**config.mk**
```make
export PLATFORM = sky130hd
export DESIGN_NAME = fsm_fan_speed_monitor
export DESIGN_NICKNAME = d
export VERILOG_FILES = /design/src/hdl/fsm_fan_speed_monitor.v /design/src/hdl/fsm_sync_edge.v
export VERILOG_INCLUDE_DIRS = /design/src /design/src/hdl
export SDC_FILE = /design/constraint.sdc
export NUM_CORES = 1
export LEC_CHECK = 0
export ABC_AREA = 1
export BUFFER_PORTS_ARGS = -buffer_cell sky130_fd_sc_hd__buf_2
export CORE_ASPECT_RATIO = 1.2
export CORE_MARGIN = 3
export CORE_UTILIZATION = 40
export DETAILED_ROUTE_END_ITERATION = 7
export GPL_ROUTABILITY_DRIVEN = 0
export SLEW_MARGIN = 20
export SYNTH_ARGS = -nofsm -noshare
export SYNTH_HDL_FRONTEND = slang
export SYNTH_SLANG_ARGS = --single-unit
```
**constraint.sdc**
```tcl
create_clock -name mclk -period 2.5 [get_ports mclk]
set_clock_uncertainty 0.05 [all_clocks]
set_input_delay 0.125 -clock mclk [delete_from_list [all_inputs] [get_ports mclk]]
set_output_delay 0.125 -clock mclk [all_outputs]
set_load 0.02 [all_outputs]
```
**src/hdl/fsm_map.vh**
```
// Register map, field positions and timing constants of the fan monitor
`ifndef FSM_MAP_VH
`define FSM_MAP_VH
`define FSM_ADDR_CTRL 12'h000
`define FSM_ADDR_STAT 12'h004
`define FSM_ADDR_HIGH 12'h008
`define FSM_ADDR_LOW 12'h00C
`define FSM_BIT_ENABLE 0
`define FSM_BIT_MODE 1
`define FSM_EDGE_LO 11
`define FSM_EDGE_HI 12
`define FSM_BIT_RDYIE 14
`define FSM_BIT_TOGIE 15
`define FSM_CNT_LO 16
`define FSM_ST_LIMIT 0
`define FSM_ST_TOGGLE 1
`define FSM_ST_PIN 2
`define FSM_ST_READY 3
`define FSM_CLK_HZ 250000000
`define FSM_REF_HZ 100000
`define FSM_REF_DIV (`FSM_CLK_HZ / `FSM_REF_HZ)
`define FSM_DIV_MAX 12'h9C3
`define FSM_CNT_MAX 16'hFFFF
`define FSM_CNT_ZERO 16'h0000
`define FSM_HIGH_RST 16'hFFFF
`define FSM_LOW_RST 16'h0000
`define FSM_EDGES_2 4'h2
`define FSM_EDGES_3 4'h3
`define FSM_EDGES_5 4'h5
`define FSM_EDGES_9 4'h9
`endif

```
**src/hdl/fsm_fan_speed_monitor.v**
```verilog
// Fan tachometer monitor with APB register slave
//
// Implementation choice: register access over APB.
`include "fsm_map.vh"
// Function
// - Mode bit selects free edge counting (0) or reference interval timing (1).
// - Mode 0 counts one per rising edge of the fan input.
// - Mode 0 counter wraps FFFFh to 0000h silently.
// - Mode 1 counts 100 kHz reference ticks over programmed edges.
// - Mode 1 latches reading and sets count-ready after programmed edges.
// - Count-ready with its enable set raises an interrupt event.
// - Reading above high limit or below low limit sets limit flag.
// - Limit flag set raises an interrupt event.
// - Interrupt output is OR of the limit flag (no enable) and the enabled ready and toggle events.
// - System reset returns all registers and logic to defaults.
// - Enable low or sleep stops monitoring.
// - Low-power request from power controller puts block to sleep.
// - Control 00h, status 04h, high limit 08h, low limit 0Ch.
// - Range covers fans from 100 to 30,000 RPM.
// - Edge field: 11b nine, 10b five, 01b three, 00b two edges.
// - Mode 1 latches at FFFFh too; counter clears after each copy.
module fsm_fan_speed_monitor (
	input wire mclk,
	input wire nrst,
	input wire psel,
	input wire penable,
	input wire pwrite,
	input wire [11:0] paddr,
	input wire [31:0] pwdata,
	output wire pready,
	output wire pslverr,
	output reg [31:0] prdata,
	input wire fanTach,
	input wire sleepReq,
	output wire sleepAck,
	output wire fanIrq
);
	reg enable;
	reg modeSel;
	reg [1:0] edgeSel;
	reg readyIntEn;
	reg toggleIntEn;
	reg [15:0] highLimit;
	reg [15:0] lowLimit;
	reg [15:0] pulseCount;
	reg [31:0] readMux;
	reg [15:0] speedReading;
	reg limitViolationFlag;
	reg toggleFlag;
	reg countReady;
	reg [11:0] refDiv;
	reg [3:0] edgeCount;
	reg armed;
	reg sleeping;
	wire tachLevel;
	wire tachRise;
	wire tachToggle;
	wire running;
	wire refTick;
	wire [3:0] edgesNeeded;
	wire apbWrite;
	wire apbRead;
	wire newReading;
	wire [15:0] nextReading;
	wire latchMode1;
	wire outOfRange;
	wire edgeDone;
	wire counterFull;

	function [3:0] edgeTarget;
		input [1:0] sel;
		begin
			case (sel)
				2'b11: edgeTarget = `FSM_EDGES_9;
				2'b10: edgeTarget = `FSM_EDGES_5;
				2'b01: edgeTarget = `FSM_EDGES_3;
				default: edgeTarget = `FSM_EDGES_2;
			endcase
		end
	endfunction

	function isAddr;
		input [11:0] a;
		input [11:0] b;
		begin
			isAddr = (a == b);
		end
	endfunction

	function statClear;
		input wr;
		input [11:0] a;
		input bitVal;
		begin
			statClear = wr & isAddr(a, `FSM_ADDR_STAT) & bitVal;
		end
	endfunction

	// Fan pin synchroniser
	fsm_sync_edge uSync (
		.mclk(mclk),
		.nrst(nrst),
		.pinIn(fanTach),
		.level(tachLevel),
		.rise(tachRise),
		.toggle(tachToggle)
	);

	// APB handshake, zero wait states
	assign pready = 1'b1;
	assign apbWrite = psel & penable & pwrite;
	assign apbRead = psel & ~pwrite;
	assign pslverr = psel & penable & ~(isAddr(paddr, `FSM_ADDR_CTRL) |
		isAddr(paddr, `FSM_ADDR_STAT) | isAddr(paddr, `FSM_ADDR_HIGH) |
		isAddr(paddr, `FSM_ADDR_LOW));
	assign running = enable & ~sleeping;
	assign sleepAck = sleeping;
	assign edgesNeeded = edgeTarget(edgeSel);
	assign refTick = (refDiv == `FSM_DIV_MAX);

	// Mode 1 finishes on programmed edges or on saturation
	assign edgeDone = tachToggle && (edgeCount + 4'h1 >= edgesNeeded);
	assign counterFull = (pulseCount == `FSM_CNT_MAX);
	assign latchMode1 = running & modeSel & armed &
		(edgeDone | counterFull);
	assign nextReading = modeSel ? pulseCount :
		(pulseCount + 16'h0001);
	assign newReading = latchMode1 |
		(running & ~modeSel & tachRise);
	assign outOfRange = (nextReading > highLimit) ||
		(nextReading < lowLimit);

	// Power controller sleep handshake
	always @(posedge mclk or negedge nrst) begin
		if (!nrst) begin
			sleeping <= 1'b0;
		end else begin
			sleeping <= sleepReq;
		end
	end

	// 100 kHz reference divider
	always @(posedge mclk or negedge nrst) begin
		if (!nrst) begin
			refDiv <= 12'h000;
		end else if (!running || !modeSel || refTick) begin
			refDiv <= 12'h000;
		end else begin
			refDiv <= refDiv + 12'h001;
		end
	end

	// Pulse counter and edge tracking
	always @(posedge mclk or negedge nrst) begin
		if (!nrst) begin
			pulseCount <= `FSM_CNT_ZERO;
			edgeCount <= 4'h0;
			armed <= 1'b0;
		end else if (!running) begin
			edgeCount <= 4'h0;
			armed <= 1'b0;
			if (modeSel) begin
				pulseCount <= `FSM_CNT_ZERO;
			end
		end else if (!modeSel) begin
			armed <= 1'b0;
			edgeCount <= 4'h0;
			if (tachRise) begin
				pulseCount <= pulseCount + 16'h0001;
			end
		end else if (!armed) begin
			pulseCount <= `FSM_CNT_ZERO;
			edgeCount <= 4'h0;
			if (tachToggle) begin
				armed <= 1'b1;
				edgeCount <= 4'h1;
			end
		end else if (latchMode1) begin
			pulseCount <= `FSM_CNT_ZERO;
			edgeCount <= 4'h1;
		end else begin
			if (tachToggle) begin
				edgeCount <= edgeCount + 4'h1;
			end
			if (refTick) begin
				pulseCount <= pulseCount + 16'h0001;
			end
		end
	end

	// Latched reading
	always @(posedge mclk or negedge nrst) begin
		if (!nrst) begin
			speedReading <= `FSM_CNT_ZERO;
		end else if (newReading) begin
			speedReading <= nextReading;
		end
	end

	// Limit flag, hardware set wins over clear
	always @(posedge mclk or negedge nrst) begin
		if (!nrst) begin
			limitViolationFlag <= 1'b0;
		end else if (newReading && outOfRange) begin
			limitViolationFlag <= 1'b1;
		end else if (statClear(apbWrite, paddr, pwdata[`FSM_ST_LIMIT])) begin
			limitViolationFlag <= 1'b0;
		end
	end

	// Count ready flag, hardware set wins over clear
	always @(posedge mclk or negedge nrst) begin
		if (!nrst) begin
			countReady <= 1'b0;
		end else if (latchMode1) begin
			countReady <= 1'b1;
		end else if (statClear(apbWrite, paddr, pwdata[`FSM_ST_READY])) begin
			countReady <= 1'b0;
		end
	end

	// Pin toggle flag, hardware set wins over clear
	always @(posedge mclk or negedge nrst) begin
		if (!nrst) begin
			toggleFlag <= 1'b0;
		end else if (running && tachToggle) begin
			toggleFlag <= 1'b1;
		end else if (statClear(apbWrite, paddr, pwdata[`FSM_ST_TOGGLE])) begin
			toggleFlag <= 1'b0;
		end
	end

	// Control register
	always @(posedge mclk or negedge nrst) begin
		if (!nrst) begin
			enable <= 1'b0;
			modeSel <= 1'b0;
			edgeSel <= 2'b00;
			readyIntEn <= 1'b0;
			toggleIntEn <= 1'b0;
		end else if (apbWrite && isAddr(paddr, `FSM_ADDR_CTRL)) begin
			enable <= pwdata[`FSM_BIT_ENABLE];
			modeSel <= pwdata[`FSM_BIT_MODE];
			edgeSel <= pwdata[`FSM_EDGE_HI:`FSM_EDGE_LO];
			readyIntEn <= pwdata[`FSM_BIT_RDYIE];
			toggleIntEn <= pwdata[`FSM_BIT_TOGIE];
		end
	end

	// Limit registers
	always @(posedge mclk or negedge nrst) begin
		if (!nrst) begin
			highLimit <= `FSM_HIGH_RST;
			lowLimit <= `FSM_LOW_RST;
		end else if (apbWrite) begin
			if (isAddr(paddr, `FSM_ADDR_HIGH)) begin
				highLimit <= pwdata[15:0];
			end
			if (isAddr(paddr, `FSM_ADDR_LOW)) begin
				lowLimit <= pwdata[15:0];
			end
		end
	end

	// Read multiplexer
	always @* begin
		readMux = 32'h00000000;
		if (isAddr(paddr, `FSM_ADDR_CTRL)) begin
			readMux[31:`FSM_CNT_LO] = speedReading;
			readMux[`FSM_BIT_TOGIE] = toggleIntEn;
			readMux[`FSM_BIT_RDYIE] = readyIntEn;
			readMux[`FSM_EDGE_HI:`FSM_EDGE_LO] = edgeSel;
			readMux[`FSM_BIT_MODE] = modeSel;
			readMux[`FSM_BIT_ENABLE] = enable;
		end
		if (isAddr(paddr, `FSM_ADDR_STAT)) begin
			readMux[`FSM_ST_LIMIT] = limitViolationFlag;
			readMux[`FSM_ST_TOGGLE] = toggleFlag;
			readMux[`FSM_ST_PIN] = tachLevel;
			readMux[`FSM_ST_READY] = countReady;
		end
		if (isAddr(paddr, `FSM_ADDR_HIGH)) begin
			readMux[15:0] = highLimit;
		end
		if (isAddr(paddr, `FSM_ADDR_LOW)) begin
			readMux[15:0] = lowLimit;
		end
	end

	// Read data register, loaded in the setup phase
	always @(posedge mclk or negedge nrst) begin
		if (!nrst) begin
			prdata <= 32'h00000000;
		end else if (apbRead && !penable) begin
			prdata <= readMux;
		end
	end

	// Combined interrupt
	assign fanIrq = limitViolationFlag |
		(countReady & readyIntEn) |
		(toggleFlag & toggleIntEn);
endmodule // fsm_fan_speed_monitor

```
**src/hdl/fsm_sync_edge.v**
```verilog
// Two-stage input synchroniser with rising and any-edge detect
module fsm_sync_edge (
	input wire mclk,
	input wire nrst,
	input wire pinIn,
	output wire level,
	output wire rise,
	output wire toggle
);
	reg stage1;
	reg stage2;
	reg stage3;
	always @(posedge mclk or negedge nrst) begin
		if (!nrst) begin
			stage1 <= 1'b0;
			stage2 <= 1'b0;
			stage3 <= 1'b0;
		end else begin
			stage1 <= pinIn;
			stage2 <= stage1;
			stage3 <= stage2;
		end
	end
	assign level = stage2;
	assign rise = stage2 & ~stage3;
	assign toggle = stage2 ^ stage3;
endmodule // fsm_sync_edge
```
; After elaboration in Yosys (flattened, before gate mapping)
; Cells that the tools add are included.
[word_totals]
inputBits = 51
word_cells = 118
register_bits = 126
out_inout_bits = 36
[op_classes]
muxes = 32
eq_ne = 10
n_addsub = 3
n_reduce_logical = 20
magnitude_cmp = 3
bitwise_logic = 30
[ops]
columns = cell, n
row1 = 2-to-1 mux 16 bit, 10
row2 = "equality test 12 x 4 -> 1 bit, second input constant", 2
row3 = 2-to-1 mux 4 bit, 6
row4 = 2-to-1 mux 18 bit, 1
row5 = AND 1 bit, 17
row6 = "adder 16 x 1 -> 16 bit, second input constant", 1
row7 = "equality test 16 bit, second input constant", 1
row8 = > comparator 16 bit, 1
row9 = less-than comparator 16 bit, 1
row10 = "adder 12 x 1 -> 12 bit, second input constant", 1
row11 = "equality test 12 bit, second input constant", 1
row12 = "equality test 12 x 3 -> 1 bit, second input constant", 1
row13 = zero test 12 bit, 1
row14 = 2-to-1 mux 12 bit, 1
row15 = case mux 4 bit (3 select lines), 1
row16 = 2-to-1 mux 1 bit, 11
row17 = nonzero test 2 bit, 5
row18 = bitwise OR 1 bit, 7
row19 = logical AND 1 bit, 5
row20 = "!= test 5 x 3 -> 1 bit, second input constant", 1
row21 = "!= test 5 x 4 -> 1 bit, second input constant", 1
row22 = inverter 1 bit, 5
row23 = "adder 4 x 1 -> 4 bit, second input constant", 1
row24 = "equality test 2 bit, second input constant", 2
row25 = other kinds (8), 14

; Logic depth before layout (Yosys ltp)
; Gate-level depths: netlist of run 1.
[depth]
depth_word = 10
ltp_mapped = 20
depth_no_buf = 20

; Cells and area by module
; A second synthesis of run 1 with hierarchy kept.
[hier_totals]
cells_unflattened = 865
area_unflattened_um2 = 6962.9
[modules_own_cells]
columns = module, n_inst, seq_area_each_um2, area_each_um2, cells_each
row1 = fsm_fan_speed_monitor, 1, 3098.0, 6867.8, 859
row2 = fsm_sync_edge, 1, 75.1, 95.1, 6

; Worst setup path after synthesis of run 1
; OpenSTA, ideal clock, no wires.
[synth_path]
kind = reg2reg
from = register modeSel
to = register limitViolationFlag
path_stages_with_launch = 18
path_slack_ns = 0.213
path_buffers = 3
t_arrival_ns = 2.113
setup_time_ns = 0.124
period_less_slack_ns = 2.287
required_ns = 2.326
path_cell_list = dfrtp_1 > buf_2 > inv_1 > buf_2 > buf_1 > nand2_1 > o21ai_0 > inv_1 > ha_1 > a21oi_1 > nand3b_1 > nand3_1 > nand2_1 > nand2_1 > nand2_1 > nand2_1 > nand2_1 > nand2_1
[synth_between]
elab_cells_between_ends = 14
cone_classes = order compare (2) / mux (2) / bitwise (7) / reduce/logical (3)
[synth_rtl]
columns = element, line
row1 = from (decl), fsm_fan_speed_monitor.v:39  ; reg modeSel;
row2 = from (signal assigned), fsm_fan_speed_monitor.v:243  ; modeSel <= pwdata[`FSM_BIT_MODE];
row3 = 2-to-1 mux 16 bit *, fsm_fan_speed_monitor.v:126  ; assign nextReading = modeSel ? pulseCount :
row4 = named net nextReading[5], fsm_fan_speed_monitor.v:64  ; wire [15:0] nextReading;
row5 = > comparator 16 bit or less-than comparator 16 bit (tied branches), "fsm_fan_speed_monitor.v:130, fsm_fan_speed_monitor.v:131"
row6 = logical OR 1 bit *, fsm_fan_speed_monitor.v:130  ; assign outOfRange = (nextReading > highLimit) ||
row7 = logical AND 1 bit *, fsm_fan_speed_monitor.v:204  ; end else if (newReading && outOfRange) begin
row8 = 2-to-1 mux 1 bit or nonzero test 2 bit (tied branches), n/a
row9 = to (signal assigned), fsm_fan_speed_monitor.v:203  ; limitViolationFlag <= 1'b0;
row10 = to (signal assigned), fsm_fan_speed_monitor.v:205  ; limitViolationFlag <= 1'b1;
row11 = to (signal assigned), fsm_fan_speed_monitor.v:207  ; limitViolationFlag <= 1'b0;
row12 = to (decl), fsm_fan_speed_monitor.v:48  ; reg limitViolationFlag;
; Mark *: on every way through the listed nets, which the timed path passes. The rest lies on a longest branch.
; A chain may end at the register's enable or synchronous reset.

; Final worst setup path of run 1
[layout_path]
from = register pulseCount[1]
to = register limitViolationFlag
[layout_between]
elab_chain_len = 6
elab_cells_between_ends = 12
cone_classes = add/sub (1) / order compare (2) / eq/ne (1) / mux (2) / bitwise (3) / reduce/logical (3)
[layout_lines]
columns = element, line
row1 = from (decl), fsm_fan_speed_monitor.v:45  ; reg [15:0] pulseCount;
row2 = from (signal assigned), fsm_fan_speed_monitor.v:156  ; pulseCount <= `FSM_CNT_ZERO;
row3 = from (signal assigned), fsm_fan_speed_monitor.v:163  ; pulseCount <= `FSM_CNT_ZERO;
row4 = from (signal assigned), fsm_fan_speed_monitor.v:169  ; pulseCount <= pulseCount + 16'h0001;
row5 = adder 16 x 1 -> 16 bit *, fsm_fan_speed_monitor.v:127  ; (pulseCount + 16'h0001);
row6 = 2-to-1 mux 16 bit *, fsm_fan_speed_monitor.v:126
row7 = named net nextReading[14], fsm_fan_speed_monitor.v:64
row8 = > comparator 16 bit or less-than comparator 16 bit (tied branches), "fsm_fan_speed_monitor.v:130, fsm_fan_speed_monitor.v:131"
row9 = logical OR 1 bit *, fsm_fan_speed_monitor.v:130
row10 = logical AND 1 bit *, fsm_fan_speed_monitor.v:204
row11 = 2-to-1 mux 1 bit or nonzero test 2 bit (tied branches), n/a
; Marks and branches as above.

==> qor.yml, run 1 <==
sw_frac_of_total_pct: 24.1
hold_class: "in -> reg"
maxSlewViolCount: 0
setup_viol: 1
ant_nets: 0
crit_type: "reg -> reg"
muxShareOfSynthArea_pct: 0
clk_path_buf_depth: 2
worstPathMaxFanout: 4
drt_first_pass_iters: 5
power.switching_mw: 1.17
synthAdderAreaFrac_pct: 7.09
status: "complete, but fails checks"
grt_max_degree: 49
worstMarginPinSlew_ns: 0.932
layout_common_cells: "nand2_1 (224), inv_1 (115), dfrtp_1 (108)"
p_int_mw: 3.69
routedWlPerCell_um: 14.2
clockRootBuffer: "clkbuf_16"
synth_compound_area_share_pct: 14.1
fin_util_pct: 53.6
start_util_pct: 41.6
synth_area_um2: 6880
gr-total-overflow: 0
max_cap_viol_count: 0
rsz0062_at_grt: "true"
timing.rr.start: "pulseCount[1]$_DFFE_PN0P_"
rr_worst_depth: 17
via_per_inst: 4.95
synthCells: 857
violations: "setup timing"
die_h_um: 150
num_rows: 51
hpwl_mm: 12.4
cts-buffers-inserted: 17
power_density_nw_per_um2: 549
grt_pass1_wl_mm: 29.4
synth_simple_gate_area_share_pct: 23.0
area_growth_pct: 28.9
synth_fp_nets: 947
fp.dieW_um: 126
diodes: 0
coreArea_um2: 16500
drc_errors: 0
fin_crit_ns: 2.50
htreeDepth: 4
num-nets-final: 1085
drt_iter0_drc: 360
grt_pass1_vias: 5947
port_buffers: 69
clk_pin_slew_ns: 0.06
cp-start-kind: "flop"
drive_gt1_share_pct: 23.4
dieArea_um2: 18800
num_vias: 6039
setup.worst_path.start: "pulseCount[1]$_DFFE_PN0P_"
cts_tree: "built"
comb_power_share_pct: 5.4
final_cell_count_no_fill: 1220
grtUsageTotal_pct: 19.6
pwr-share-seq_pct: 43.1
end_kind: "flop"
p_leak_nw: 4.16
synth-seq-area-share_pct: 46.1
relSlewSlack_pct: 37.5
wirelength_mm: 17.4
final_common_cell: "nand2_1"
dp_cells: 1162
ys_ff_latch: 126
stdcell_area_um2: 8870
synth.avg_cell_area_um2: 8.03
synth_xor_xnor_area_share_pct: 1.02
p_clk_share_pct: 51.4
fmax_mhz: 400
synth_warnings: 0
worstSkewPairLatency_ns: 0.43
ys_types: 38
worstPathRequired_ns: 2.76
finalHoldViolCount: 0
placed_area_um2: 7810
hp-start: "pwrite"
antenna_found_initial: 0
finalCritPeriodShare_pct: 100
hold_depth: 6
pin_count: 87
synth_top_family_by_area: "simple AND/OR/NAND/NOR gates"
peakVddDrop_uv: 356
setup_slack_ns: -0.00192
clock-sinks: 126
worst_ep_arrival_time_ns: 2.76
[synth_stat cells, drive strengths merged]
cell type	count	area (µm²)
conb	1	3.75
nand3	38	190
nand3b	2	15.0
or2	3	18.8
nor2	60	255
buf	10	72.6
dfstp	16	420
nand2	237	930
o21a	11	82.6
clkbuf	21	78.8
o22a	2	17.5
a211oi	1	7.51
nor3	17	96.4
o221ai	9	78.8
a31oi	1	6.26
nor3b	1	7.51
o31ai	17	128
a221o	1	10.0
o21bai	1	7.51
xor2	8	70.1
nand4	11	68.8
o21ai	89	449
ha	39	488
inv	117	439
dfrtp	110	2750
o22ai	3	18.8
a21oi	28	140
o2111ai	3	26.3
[flip-flops by register name, summed over array words and instances (netlist names), 2 cells and up]
name	cells
edgeCount	4
highLimit	16
refDiv	12
prdata	32
speedReading	16
edgeSel	2
pulseCount	16
lowLimit	16
[layout make-up]
| cell class | count | area (µm²) |
|---|---|---|
| timing repair buffer | 150 | 1060 |
| tap | 212 | 265 |
| clock buffer | 18 | 439 |
| inverter | 117 | 439 |
| clock inverter | 14 | 155 |
| multi-input combinational | 583 | 3330 |
| fill | 1574 | 7660 |
| sequential | 126 | 3180 |
[routing by layer]
| metal | wire (µm) | up-vias | track usage (%) |
|---|---|---|---|
| met4 | 284 | 0 | 6.18 |
| met1 | 8120 | 2803 | 26.4 |
| met5 | 0 | - | 0 |
| met3 | 806 | 19 | 3.96 |
| li1 | - | 3086 | - |
| met2 | 8170 | 131 | 31.8 |
[cell families after synthesis]
family                   Yosys count
XOR/XNOR                           8
buffers and inverters            148
AO/OA/AOI/OAI                    166
AND/OR/NAND/NOR                  369
other                              1
flip-flops                       126
adder cells (fa/ha/maj)           39
[worst max-delay path: stages, from the launching register on]
cell     delay (ns)
dfrtp_1        0.42
ha_2           0.24
nand3_4        0.08
nor2_4         0.18
buf_4          0.14
nand3_1        0.08
nand2_1        0.11
nand3_1        0.12
o21ai_4        0.12
ha_1           0.28
nand4_1        0.15
a21oi_1        0.06
nor2_1         0.10
nand2_1        0.05
nand2_1        0.05
nand2_1        0.05
nand2_1        0.07
nand2_1        0.05
[power groups by stage]
stage          combinational, mW  sequential (mW)  clock, mW
2_1_floorplan             0.0717             2.18          0
3_3_place_gp               0.246             2.13          0
3_5_place_dp               0.248             2.13          0
4_1_cts                    0.271             2.10       2.55
5_1_grt                    0.296             2.10       2.67
6_report                   0.265             2.10       2.50
[what timing repair did]
item,4_1_cts,5_1_grt
pin swaps,0,17
setup endpoints to repair,1,15
cloned,0,0
buffers inserted,0,7
hold buffers,19,0
endpoints found under the hold margin,73,0
resized for setup,11,44
[worst paths after layout]
kind	slack, ns	end
max	-0.002	limitViolationFlag$_DFFE_PN0P_
min	0.15	countReady$_DFFE_PN0P_
max reg2reg	-0.002	limitViolationFlag$_DFFE_PN0P_
min reg2reg	0.32	uSync.level$_DFF_PN0_
max in group asynchronous	1.53	highLimit[10]$_DFFE_PN1P_
min in group asynchronous	0.17	lowLimit[15]$_DFFE_PN0P_
[stage by stage]
| step | worst slack [ns] | TNS, ns | power, mW | hold slack, ns |
|---|---|---|---|---|
| floorplan | 0.213 | 0 | 2.25 | -0.221 |
| global placement | -0.163 | -0.163 | 2.38 | 0.0944 |
| detailed placement | -0.123 | -0.123 | 2.38 | 0.0956 |
| CTS | 0.0000242 | 0 | 4.92 | 0.139 |
| global route | -0.170 | -0.170 | 5.07 | 0.206 |
| finish | -0.00192 | -0.00192 | 4.86 | 0.152 |
No activity file was read; power rests on OpenSTA's default activity.
==> inputs of run 2 (changes only) <==
--- a/config.mk
+++ b/config.mk
@@ -6,7 +6,7 @@
 export SDC_FILE = /design/constraint.sdc
 export NUM_CORES = 1
 export LEC_CHECK = 0
-export ABC_AREA = 1
+export ABC_AREA = 0
 export BUFFER_PORTS_ARGS = -buffer_cell sky130_fd_sc_hd__buf_2
 export CORE_ASPECT_RATIO = 1.2
 export CORE_MARGIN = 3
==> run 2 against run 1 <==
  * The flow still finishes with violations (setup timing)
  * Synthesized cell count shrank 24%
  * Sequential power shrank 2%
  * Sequential share of layout area shrank 1.3 points
  * Count of clock-buffer cells in the layout shrank 1
  * Non-clock buffer count grew 37
  * Synthesized area shrank 2.4%
  * Global-route usage shrank 0.22 points
  * Combinational power shrank 37%
  * Sequential cell count is the same
  * Critical path depth shrank 5
  * Wire length grew 2.2%
==> qor.yml, run 2 <==
status: "complete, but fails checks"
violations: "setup timing"
area_growth_pct: 37.1
fmax_mhz: 364  # -9.0%
ys_async_sr_fraction_pct: 100  # unchanged
n_fill_cell: 1402  # -11%
synthCells: 651  # -24%
max_cap_viol_count: 0  # unchanged
synth_ff_type: "dfrtp_1"
synth_warnings: 0  # unchanged
cp-start-kind: "flop"
dp_slack_ns: -0.282  # -0.159 ns
num_rows: 51  # unchanged
worstPathRequired_ns: 2.79  # +0.03 ns
die_h_um: 148  # -1.1%
via_per_inst: 5.26  # +6.3%
layout_common_cells: "dfrtp_1 (106), nand2_1 (87), buf_4 (85)"
num-nets-final: 914  # -16%
synth_edf_count: 0  # unchanged
synth_fp_nets: 741  # -22%
ys_types: 65  # +71%
top_register: "prdata"
drc_errors: 0  # unchanged
drive_gt1_share_pct: 36.1  # +13 points
coreArea_um2: 16300  # -1.2%
clockRootBuffer: "clkbuf_16"
worstSkewPairLatency_ns: 0.43  # about the same
fin_crit_ns: 2.75  # +0.248 ns
end_kind: "flop"
yosysTopAreaCell: "dfrtp_1"
finalHoldViolCount: 0  # unchanged
worstMarginPinSlew_ns: 0.692  # -0.241 ns
grt_max_degree: 57  # +16%
ys_ff_latch: 126  # unchanged
num_vias: 5521  # -8.6%
clock-sinks: 126  # unchanged
finalCritPeriodShare_pct: 110  # +9.9 points
setup_viol: 32  # +31
setup.worst_path.start: "edgeCount[0]$_DFFE_PN0P_"
setup_slack_ns: -0.249  # -0.248 ns
diodes: 0  # unchanged
worst_ep_arrival_time_ns: 3.04  # +0.28 ns
ant_nets: 0  # unchanged
synth_commonest_cells: "dfrtp_1 (110), nand2_1 (88), o21ai_0 (47)"
cts_tree: "built"
peakVddDrop_uv: 425  # +19%
dieArea_um2: 18400  # -2.3%
final_common_cell: "dfrtp_1"
cts-buffers-inserted: 17  # unchanged
start_util_pct: 41.1  # -0.51 points
met2RoutedLength_mm: 9.20  # +13%
hpwl_mm: 12.5  # +0.50%
grt_pass1_wl_mm: 28.7  # -2.5%
worstPathMaxFanout: 8  # +4
routedWlPerCell_um: 16.9  # +19%
highest_layer: "met4"
synth-seq-area-share_pct: 47.2  # +1.1 points
grt_pass1_vias: 5700  # -4.2%
p_leak_nw: 4.55  # +9.4%
clk_path_buf_depth: 2  # unchanged
synth_area_um2: 6720  # -2.4%
drt_first_pass_iters: 5  # unchanged
maxSlewViolCount: 0  # unchanged
timing.rr.start: "edgeCount[0]$_DFFE_PN0P_"
fp.dieW_um: 124  # -1.1%
relSlewSlack_pct: 53.7  # +16 points
largest_reg_flops: 32  # unchanged
drt_iter0_drc: 307  # -15%
port_buffers: 69  # unchanged
gr-total-overflow: 0  # unchanged
rsz0062_at_grt: "true"
clk_pin_slew_ns: 0.06  # about the same
synth.avg_cell_area_um2: 10.3  # +29%
wirelength_met1_mm: 7.59  # -6.4%
crit_type: "reg -> reg"
yosys.area.top_type_share_pct: 41.0  # +0.97 points
antenna_found_initial: 0  # unchanged
synth_area_leaders: "dfrtp_1 (41%), ha_1 (7.3%), dfstp_2 (6.3%), nand2_1 (4.9%), mux2_2 (3.9%)"
grtUsageTotal_pct: 19.3  # -0.22 points
fin_util_pct: 56.4  # +2.7 points
synth.most_common_cell: "dfrtp_1"
hp-start: "psel"
htreeDepth: 4  # unchanged
wl_met3_um: 657  # -18%
power_density_nw_per_um2: 516  # -5.8%
hold_class: "in -> reg"
wirelength_mm: 17.8  # +2.2%
pin_count: 87  # unchanged
-- run 2: path summary, 6_finish.rpt --
kind | depth (start not counted) | slack (ns) | endpoint
max reg2reg | 12 | -0.25 | pulseCount[11]$_DFFE_PN0P_
max | 12 | -0.25 | pulseCount[11]$_DFFE_PN0P_
min in group asynchronous | 2 | 0.19 | prdata[11]$_DFFE_PN0P_
min | 3 | 0.07 | prdata[2]$_DFFE_PN0P_
max in group asynchronous | 3 | 1.32 | highLimit[3]$_DFFE_PN1P_
min reg2reg | 0 | 0.30 | uSync.level$_DFF_PN0_
-- run 2: what timing repair did --
action,in CTS,in global routing
gates cloned,1,3
endpoints found under the hold margin,79,0
buffers inserted,3,2
resized for setup,21,32
pin swaps,5,7
hold buffers,22,0
setup endpoints to repair,33,34
-- run 2: through the flow --
stage	total power [mW]	hold slack, ns	TNS, ns	area, µm²	std cells
after floorplan	2.13	-0.221	-2.74	6840	651
after global routing	4.90	0.101	-10.37	9210	1049
after detailed placement	2.23	0.110	-5.66	8000	986
after global placement	2.22	0.104	-4.12	8000	986
final	4.76	0.0730	-6.78	9210	1049
after CTS	4.79	0.0604	-5.66	8970	1044
-- run 2: critical path, stage by stage, from the launching register on --
cell     delay (ns)
dfrtp_2        0.45
ha_4           0.18
xor2_2         0.13
ha_2           0.30
o21a_1         0.12
nor2_2         0.05
nor3_2         0.26
buf_4          0.17
buf_6          0.10
nor3_2         0.04
or3_4          0.44
buf_12         0.18
o31ai_4        0.18
-- run 2: cell type report --
type                       count  area [µm²]  share of cell area, %
clock inverter                15         174                   1.89
multi-input combinational    454        3600                   39.1
sequential                   126        3180                   34.5
timing repair buffer         187        1420                   15.4
inverter                      38         143                   1.55
tap                          212         265                   2.88
clock buffer                  17         425                   4.62
-- run 2: per-layer routing --
layer  vias to the layer above  track usage [%]
met5                         -                0
met4                         0             6.36
met3                        25             3.98
met2                        98             34.2
met1                      2721             23.7
li1                       2677                -
-- run 2: kinds of logic after synthesis --
kind of cell | count (synthesis) | synth area share (%)
AO/OA/AOI/OAI | 156 | 18.4
XOR/XNOR | 27 | 3.52
adder cells (fa/ha/maj) | 39 | 7.27
buffers and inverters | 71 | 4.30
flip-flops | 126 | 47.2
multiplexers | 27 | 4.66
other | 1 | 0.0558
AND/OR/NAND/NOR | 204 | 14.5
-- run 2: report_power, final --
group          leakage (nW)  internal, mW  switching (mW)  total [mW]
clock network         0.289          1.50            1.04        2.54
logic                  2.65        0.0633           0.103       0.166
registers              1.61          2.05         0.00353        2.05
==> inputs of run 3 (changes only) <==
--- a/config.mk
+++ b/config.mk
@@ -7,7 +7,7 @@
 export NUM_CORES = 1
 export LEC_CHECK = 0
 export ABC_AREA = 0
-export BUFFER_PORTS_ARGS = -buffer_cell sky130_fd_sc_hd__buf_2
+export BUFFER_PORTS_ARGS = -buffer_cell sky130_fd_sc_hd__buf_4
 export CORE_ASPECT_RATIO = 1.2
 export CORE_MARGIN = 3
 export CORE_UTILIZATION = 40
==> run 3 against run 2 <==
  * Global-route usage down 0.30 points
  * Worst setup slack better by 0.078 ns
  * Count of clock-buffer cells in the layout unchanged
  * The flow still finishes with violations (setup timing)
  * Register-to-register slack better by 0.08 ns
  * Critical endpoint is now pulseCount[3]$_DFFE_PN0P_
  * First-iteration DRC count up 13%
  * Largest cell class unchanged
  * Hold slack better by 0.048 ns
  * Die area unchanged
  * Core utilization up 0.39 points
==> qor.yml, run 3 (synthesis gave the netlist of run 2 again) <==
clockRootBuffer: "clkbuf_16"
ant_nets: 0  # unchanged
finalHoldViolCount: 0  # unchanged
status: "complete, but fails checks"
wirelength_mm: 17.7  # -0.18%
fmax_mhz: 374  # +2.9%
worst_path_most_repeated_cell: "nor3_2"
start_util_pct: 41.1  # unchanged
num_rows: 51  # unchanged
clk_pin_slew_ns: 0.06  # about the same
num-nets-final: 911  # -0.33%
coreArea_um2: 16300  # unchanged
power_density_nw_per_um2: 505  # -2.1%
port_buffers: 69  # unchanged
worst_ep_arrival_time_ns: 2.96  # -0.08 ns
grt_max_degree: 61  # +7.0%
violations: "setup timing"
cts-buffers-inserted: 17  # unchanged
drive_gt1_share_pct: 36.1  # about the same
drc_errors: 0  # unchanged
max_cap_viol_count: 0  # unchanged
crit_buf_inv: 3  # unchanged
peakVddDrop_uv: 399  # -6.2%
fp.dieW_um: 124  # unchanged
p_leak_nw: 4.52  # -0.68%
maxSlewViolCount: 0  # unchanged
cpLargestDelayFamily: "simple AND/OR/NAND/NOR gates"
cts_tree: "built"
worstSkewPairLatency_ns: 0.42  # about the same
grt_pass1_vias: 5695  # -0.088%
finalCritPeriodShare_pct: 107  # -3.1 points
num_vias: 5575  # +0.98%
rsz0062_at_grt: "true"
setup_viol: 32  # unchanged
clock-sinks: 126  # unchanged
fin_crit_ns: 2.67  # -0.0780 ns
setup_slack_ns: -0.171  # +0.0780 ns
cp_slowest_cell: "dfrtp_2"
antenna_found_initial: 0  # unchanged
worstPathMaxFanout: 7  # -1
diodes: 0  # unchanged
worstPathRequired_ns: 2.79  # about the same
top_register: "prdata"
drt_first_pass_iters: 5  # unchanged
hold_class: "in -> async"
cp_cell_sequence: "ha_4 -> xor2_1 -> ha_2 -> o21a_1 -> nor2_2 -> nor3_2 -> buf_4 -> buf_6 -> nor3_2 -> or3_4 -> clkbuf_16 -> o31ai_4"
layout_common_cells: "buf_4 (154), dfrtp_1 (106), nand2_1 (87)"
grt_pass1_wl_mm: 28.3  # -1.3%
final_common_cell: "buf_4"
hpwl_mm: 12.6  # +0.91%
area_growth_pct: 38.1
die_h_um: 148  # unchanged
htreeDepth: 4  # unchanged
clk_path_buf_depth: 2  # unchanged
crit_type: "reg -> reg"
critPathMaxStageDelay_ns: 0.44  # about the same
relSlewSlack_pct: 52.4  # -1.4 points
gr-total-overflow: 0  # unchanged
fin_util_pct: 56.8  # +0.39 points
cp-start-kind: "flop"
end_kind: "flop"
worstMarginPinSlew_ns: 0.712  # +0.0202 ns
grtUsageTotal_pct: 19.0  # -0.30 points
via_per_inst: 5.33  # +1.3%
routedWlPerCell_um: 16.9  # +0.11%
largest_reg_flops: 32  # unchanged
pin_count: 87  # unchanged
drt_iter0_drc: 347  # +13%
dieArea_um2: 18400  # unchanged
timing.hold.ws_ns: 0.121  # +0.0483 ns
## run 3: cell count changes in the layout (fill, tap and decap cells not counted), moves of 2 or more
| cell | before | now |
|---|---|---|
| buf_4 | 85 | 154 |
| nor2_1 | 36 | 34 |
| buf_2 | 68 | 0 |
| clkinv_2 | 0 | 3 |
| inv_6 | 8 | 4 |
| clkinv_4 | 2 | 5 |
| o31ai_4 | 15 | 13 |
| nor2_2 | 5 | 7 |
## run 3: cell type report
class,count,area [µm²]
clock buffer,17,425
clock inverter,15,161
fill,1414,7060
inverter,38,143
multi-input combinational,454,3580
sequential,126,3180
tap,212,265
timing repair buffer,184,1520
## run 3: per-stage QoR
stage	std cells	setup TNS (ns)	worst slack, ns	power (mW)	area [µm²]
3_3_place_gp	985	-4.21	-0.187	2.24	8160
3_5_place_dp	985	-4.91	-0.280	2.24	8160
2_1_floorplan	651	-2.74	-0.180	2.13	6840
5_1_grt	1046	-7.65	-0.351	4.85	9270
4_1_cts	1041	-4.07	-0.177	4.74	9050
6_report	1046	-4.07	-0.171	4.69	9270
## run 3: path summary, 6_finish.rpt
kind	startpoint	endpoint	slack, ns	cells after the start
min	nrst	prdata[0]$_DFFE_PN0P_	0.12	2
max	edgeCount[0]$_DFFE_PN0P_	pulseCount[3]$_DFFE_PN0P_	-0.17	12
max reg2reg	edgeCount[0]$_DFFE_PN0P_	pulseCount[3]$_DFFE_PN0P_	-0.17	12
min reg2reg	uSync.stage1$_DFF_PN0_	uSync.level$_DFF_PN0_	0.30	0
min in group mclk	paddr[3]	prdata[14]$_DFFE_PN0P_	0.14	3
max in group asynchronous	nrst	highLimit[1]$_DFFE_PN1P_	1.59	3
## run 3: metal layers
metal,track usage [%],routed length [µm],up-vias
met4,6.47,369,0
met1,22.7,7370,2776
met5,0,0,-
li1,-,-,2651
met2,34.0,9330,121
met3,4.23,659,27
## run 3: worst register-to-register path, delay by kind of cell (launching register included)
kind,cells,cell delay [ns]
AND/OR/NAND/NOR,4,0.73
adder cells (fa/ha/maj),2,0.49
buffers and inverters,3,0.46
flip-flops,1,0.44
AO/OA/AOI/OAI,2,0.29
XOR/XNOR,1,0.14
## run 3: what timing repair did
action,4_1_cts,5_1_grt
setup buffers,2,3
cloned,0,2
endpoints found under the setup margin,33,34
hold buffers,22,0
pin swaps,6,9
gates resized for setup,16,36
endpoints found under the hold margin,135,0
## run 3: report_power, final
group          switching [mW]  internal (mW)  leakage [nW]  total, mW
Combinational           0.105         0.0796          2.62      0.184
Sequential            0.00337           2.05          1.61       2.05
Clock                   0.974           1.48         0.288       2.45
Total                    1.08           3.61          4.52       4.69
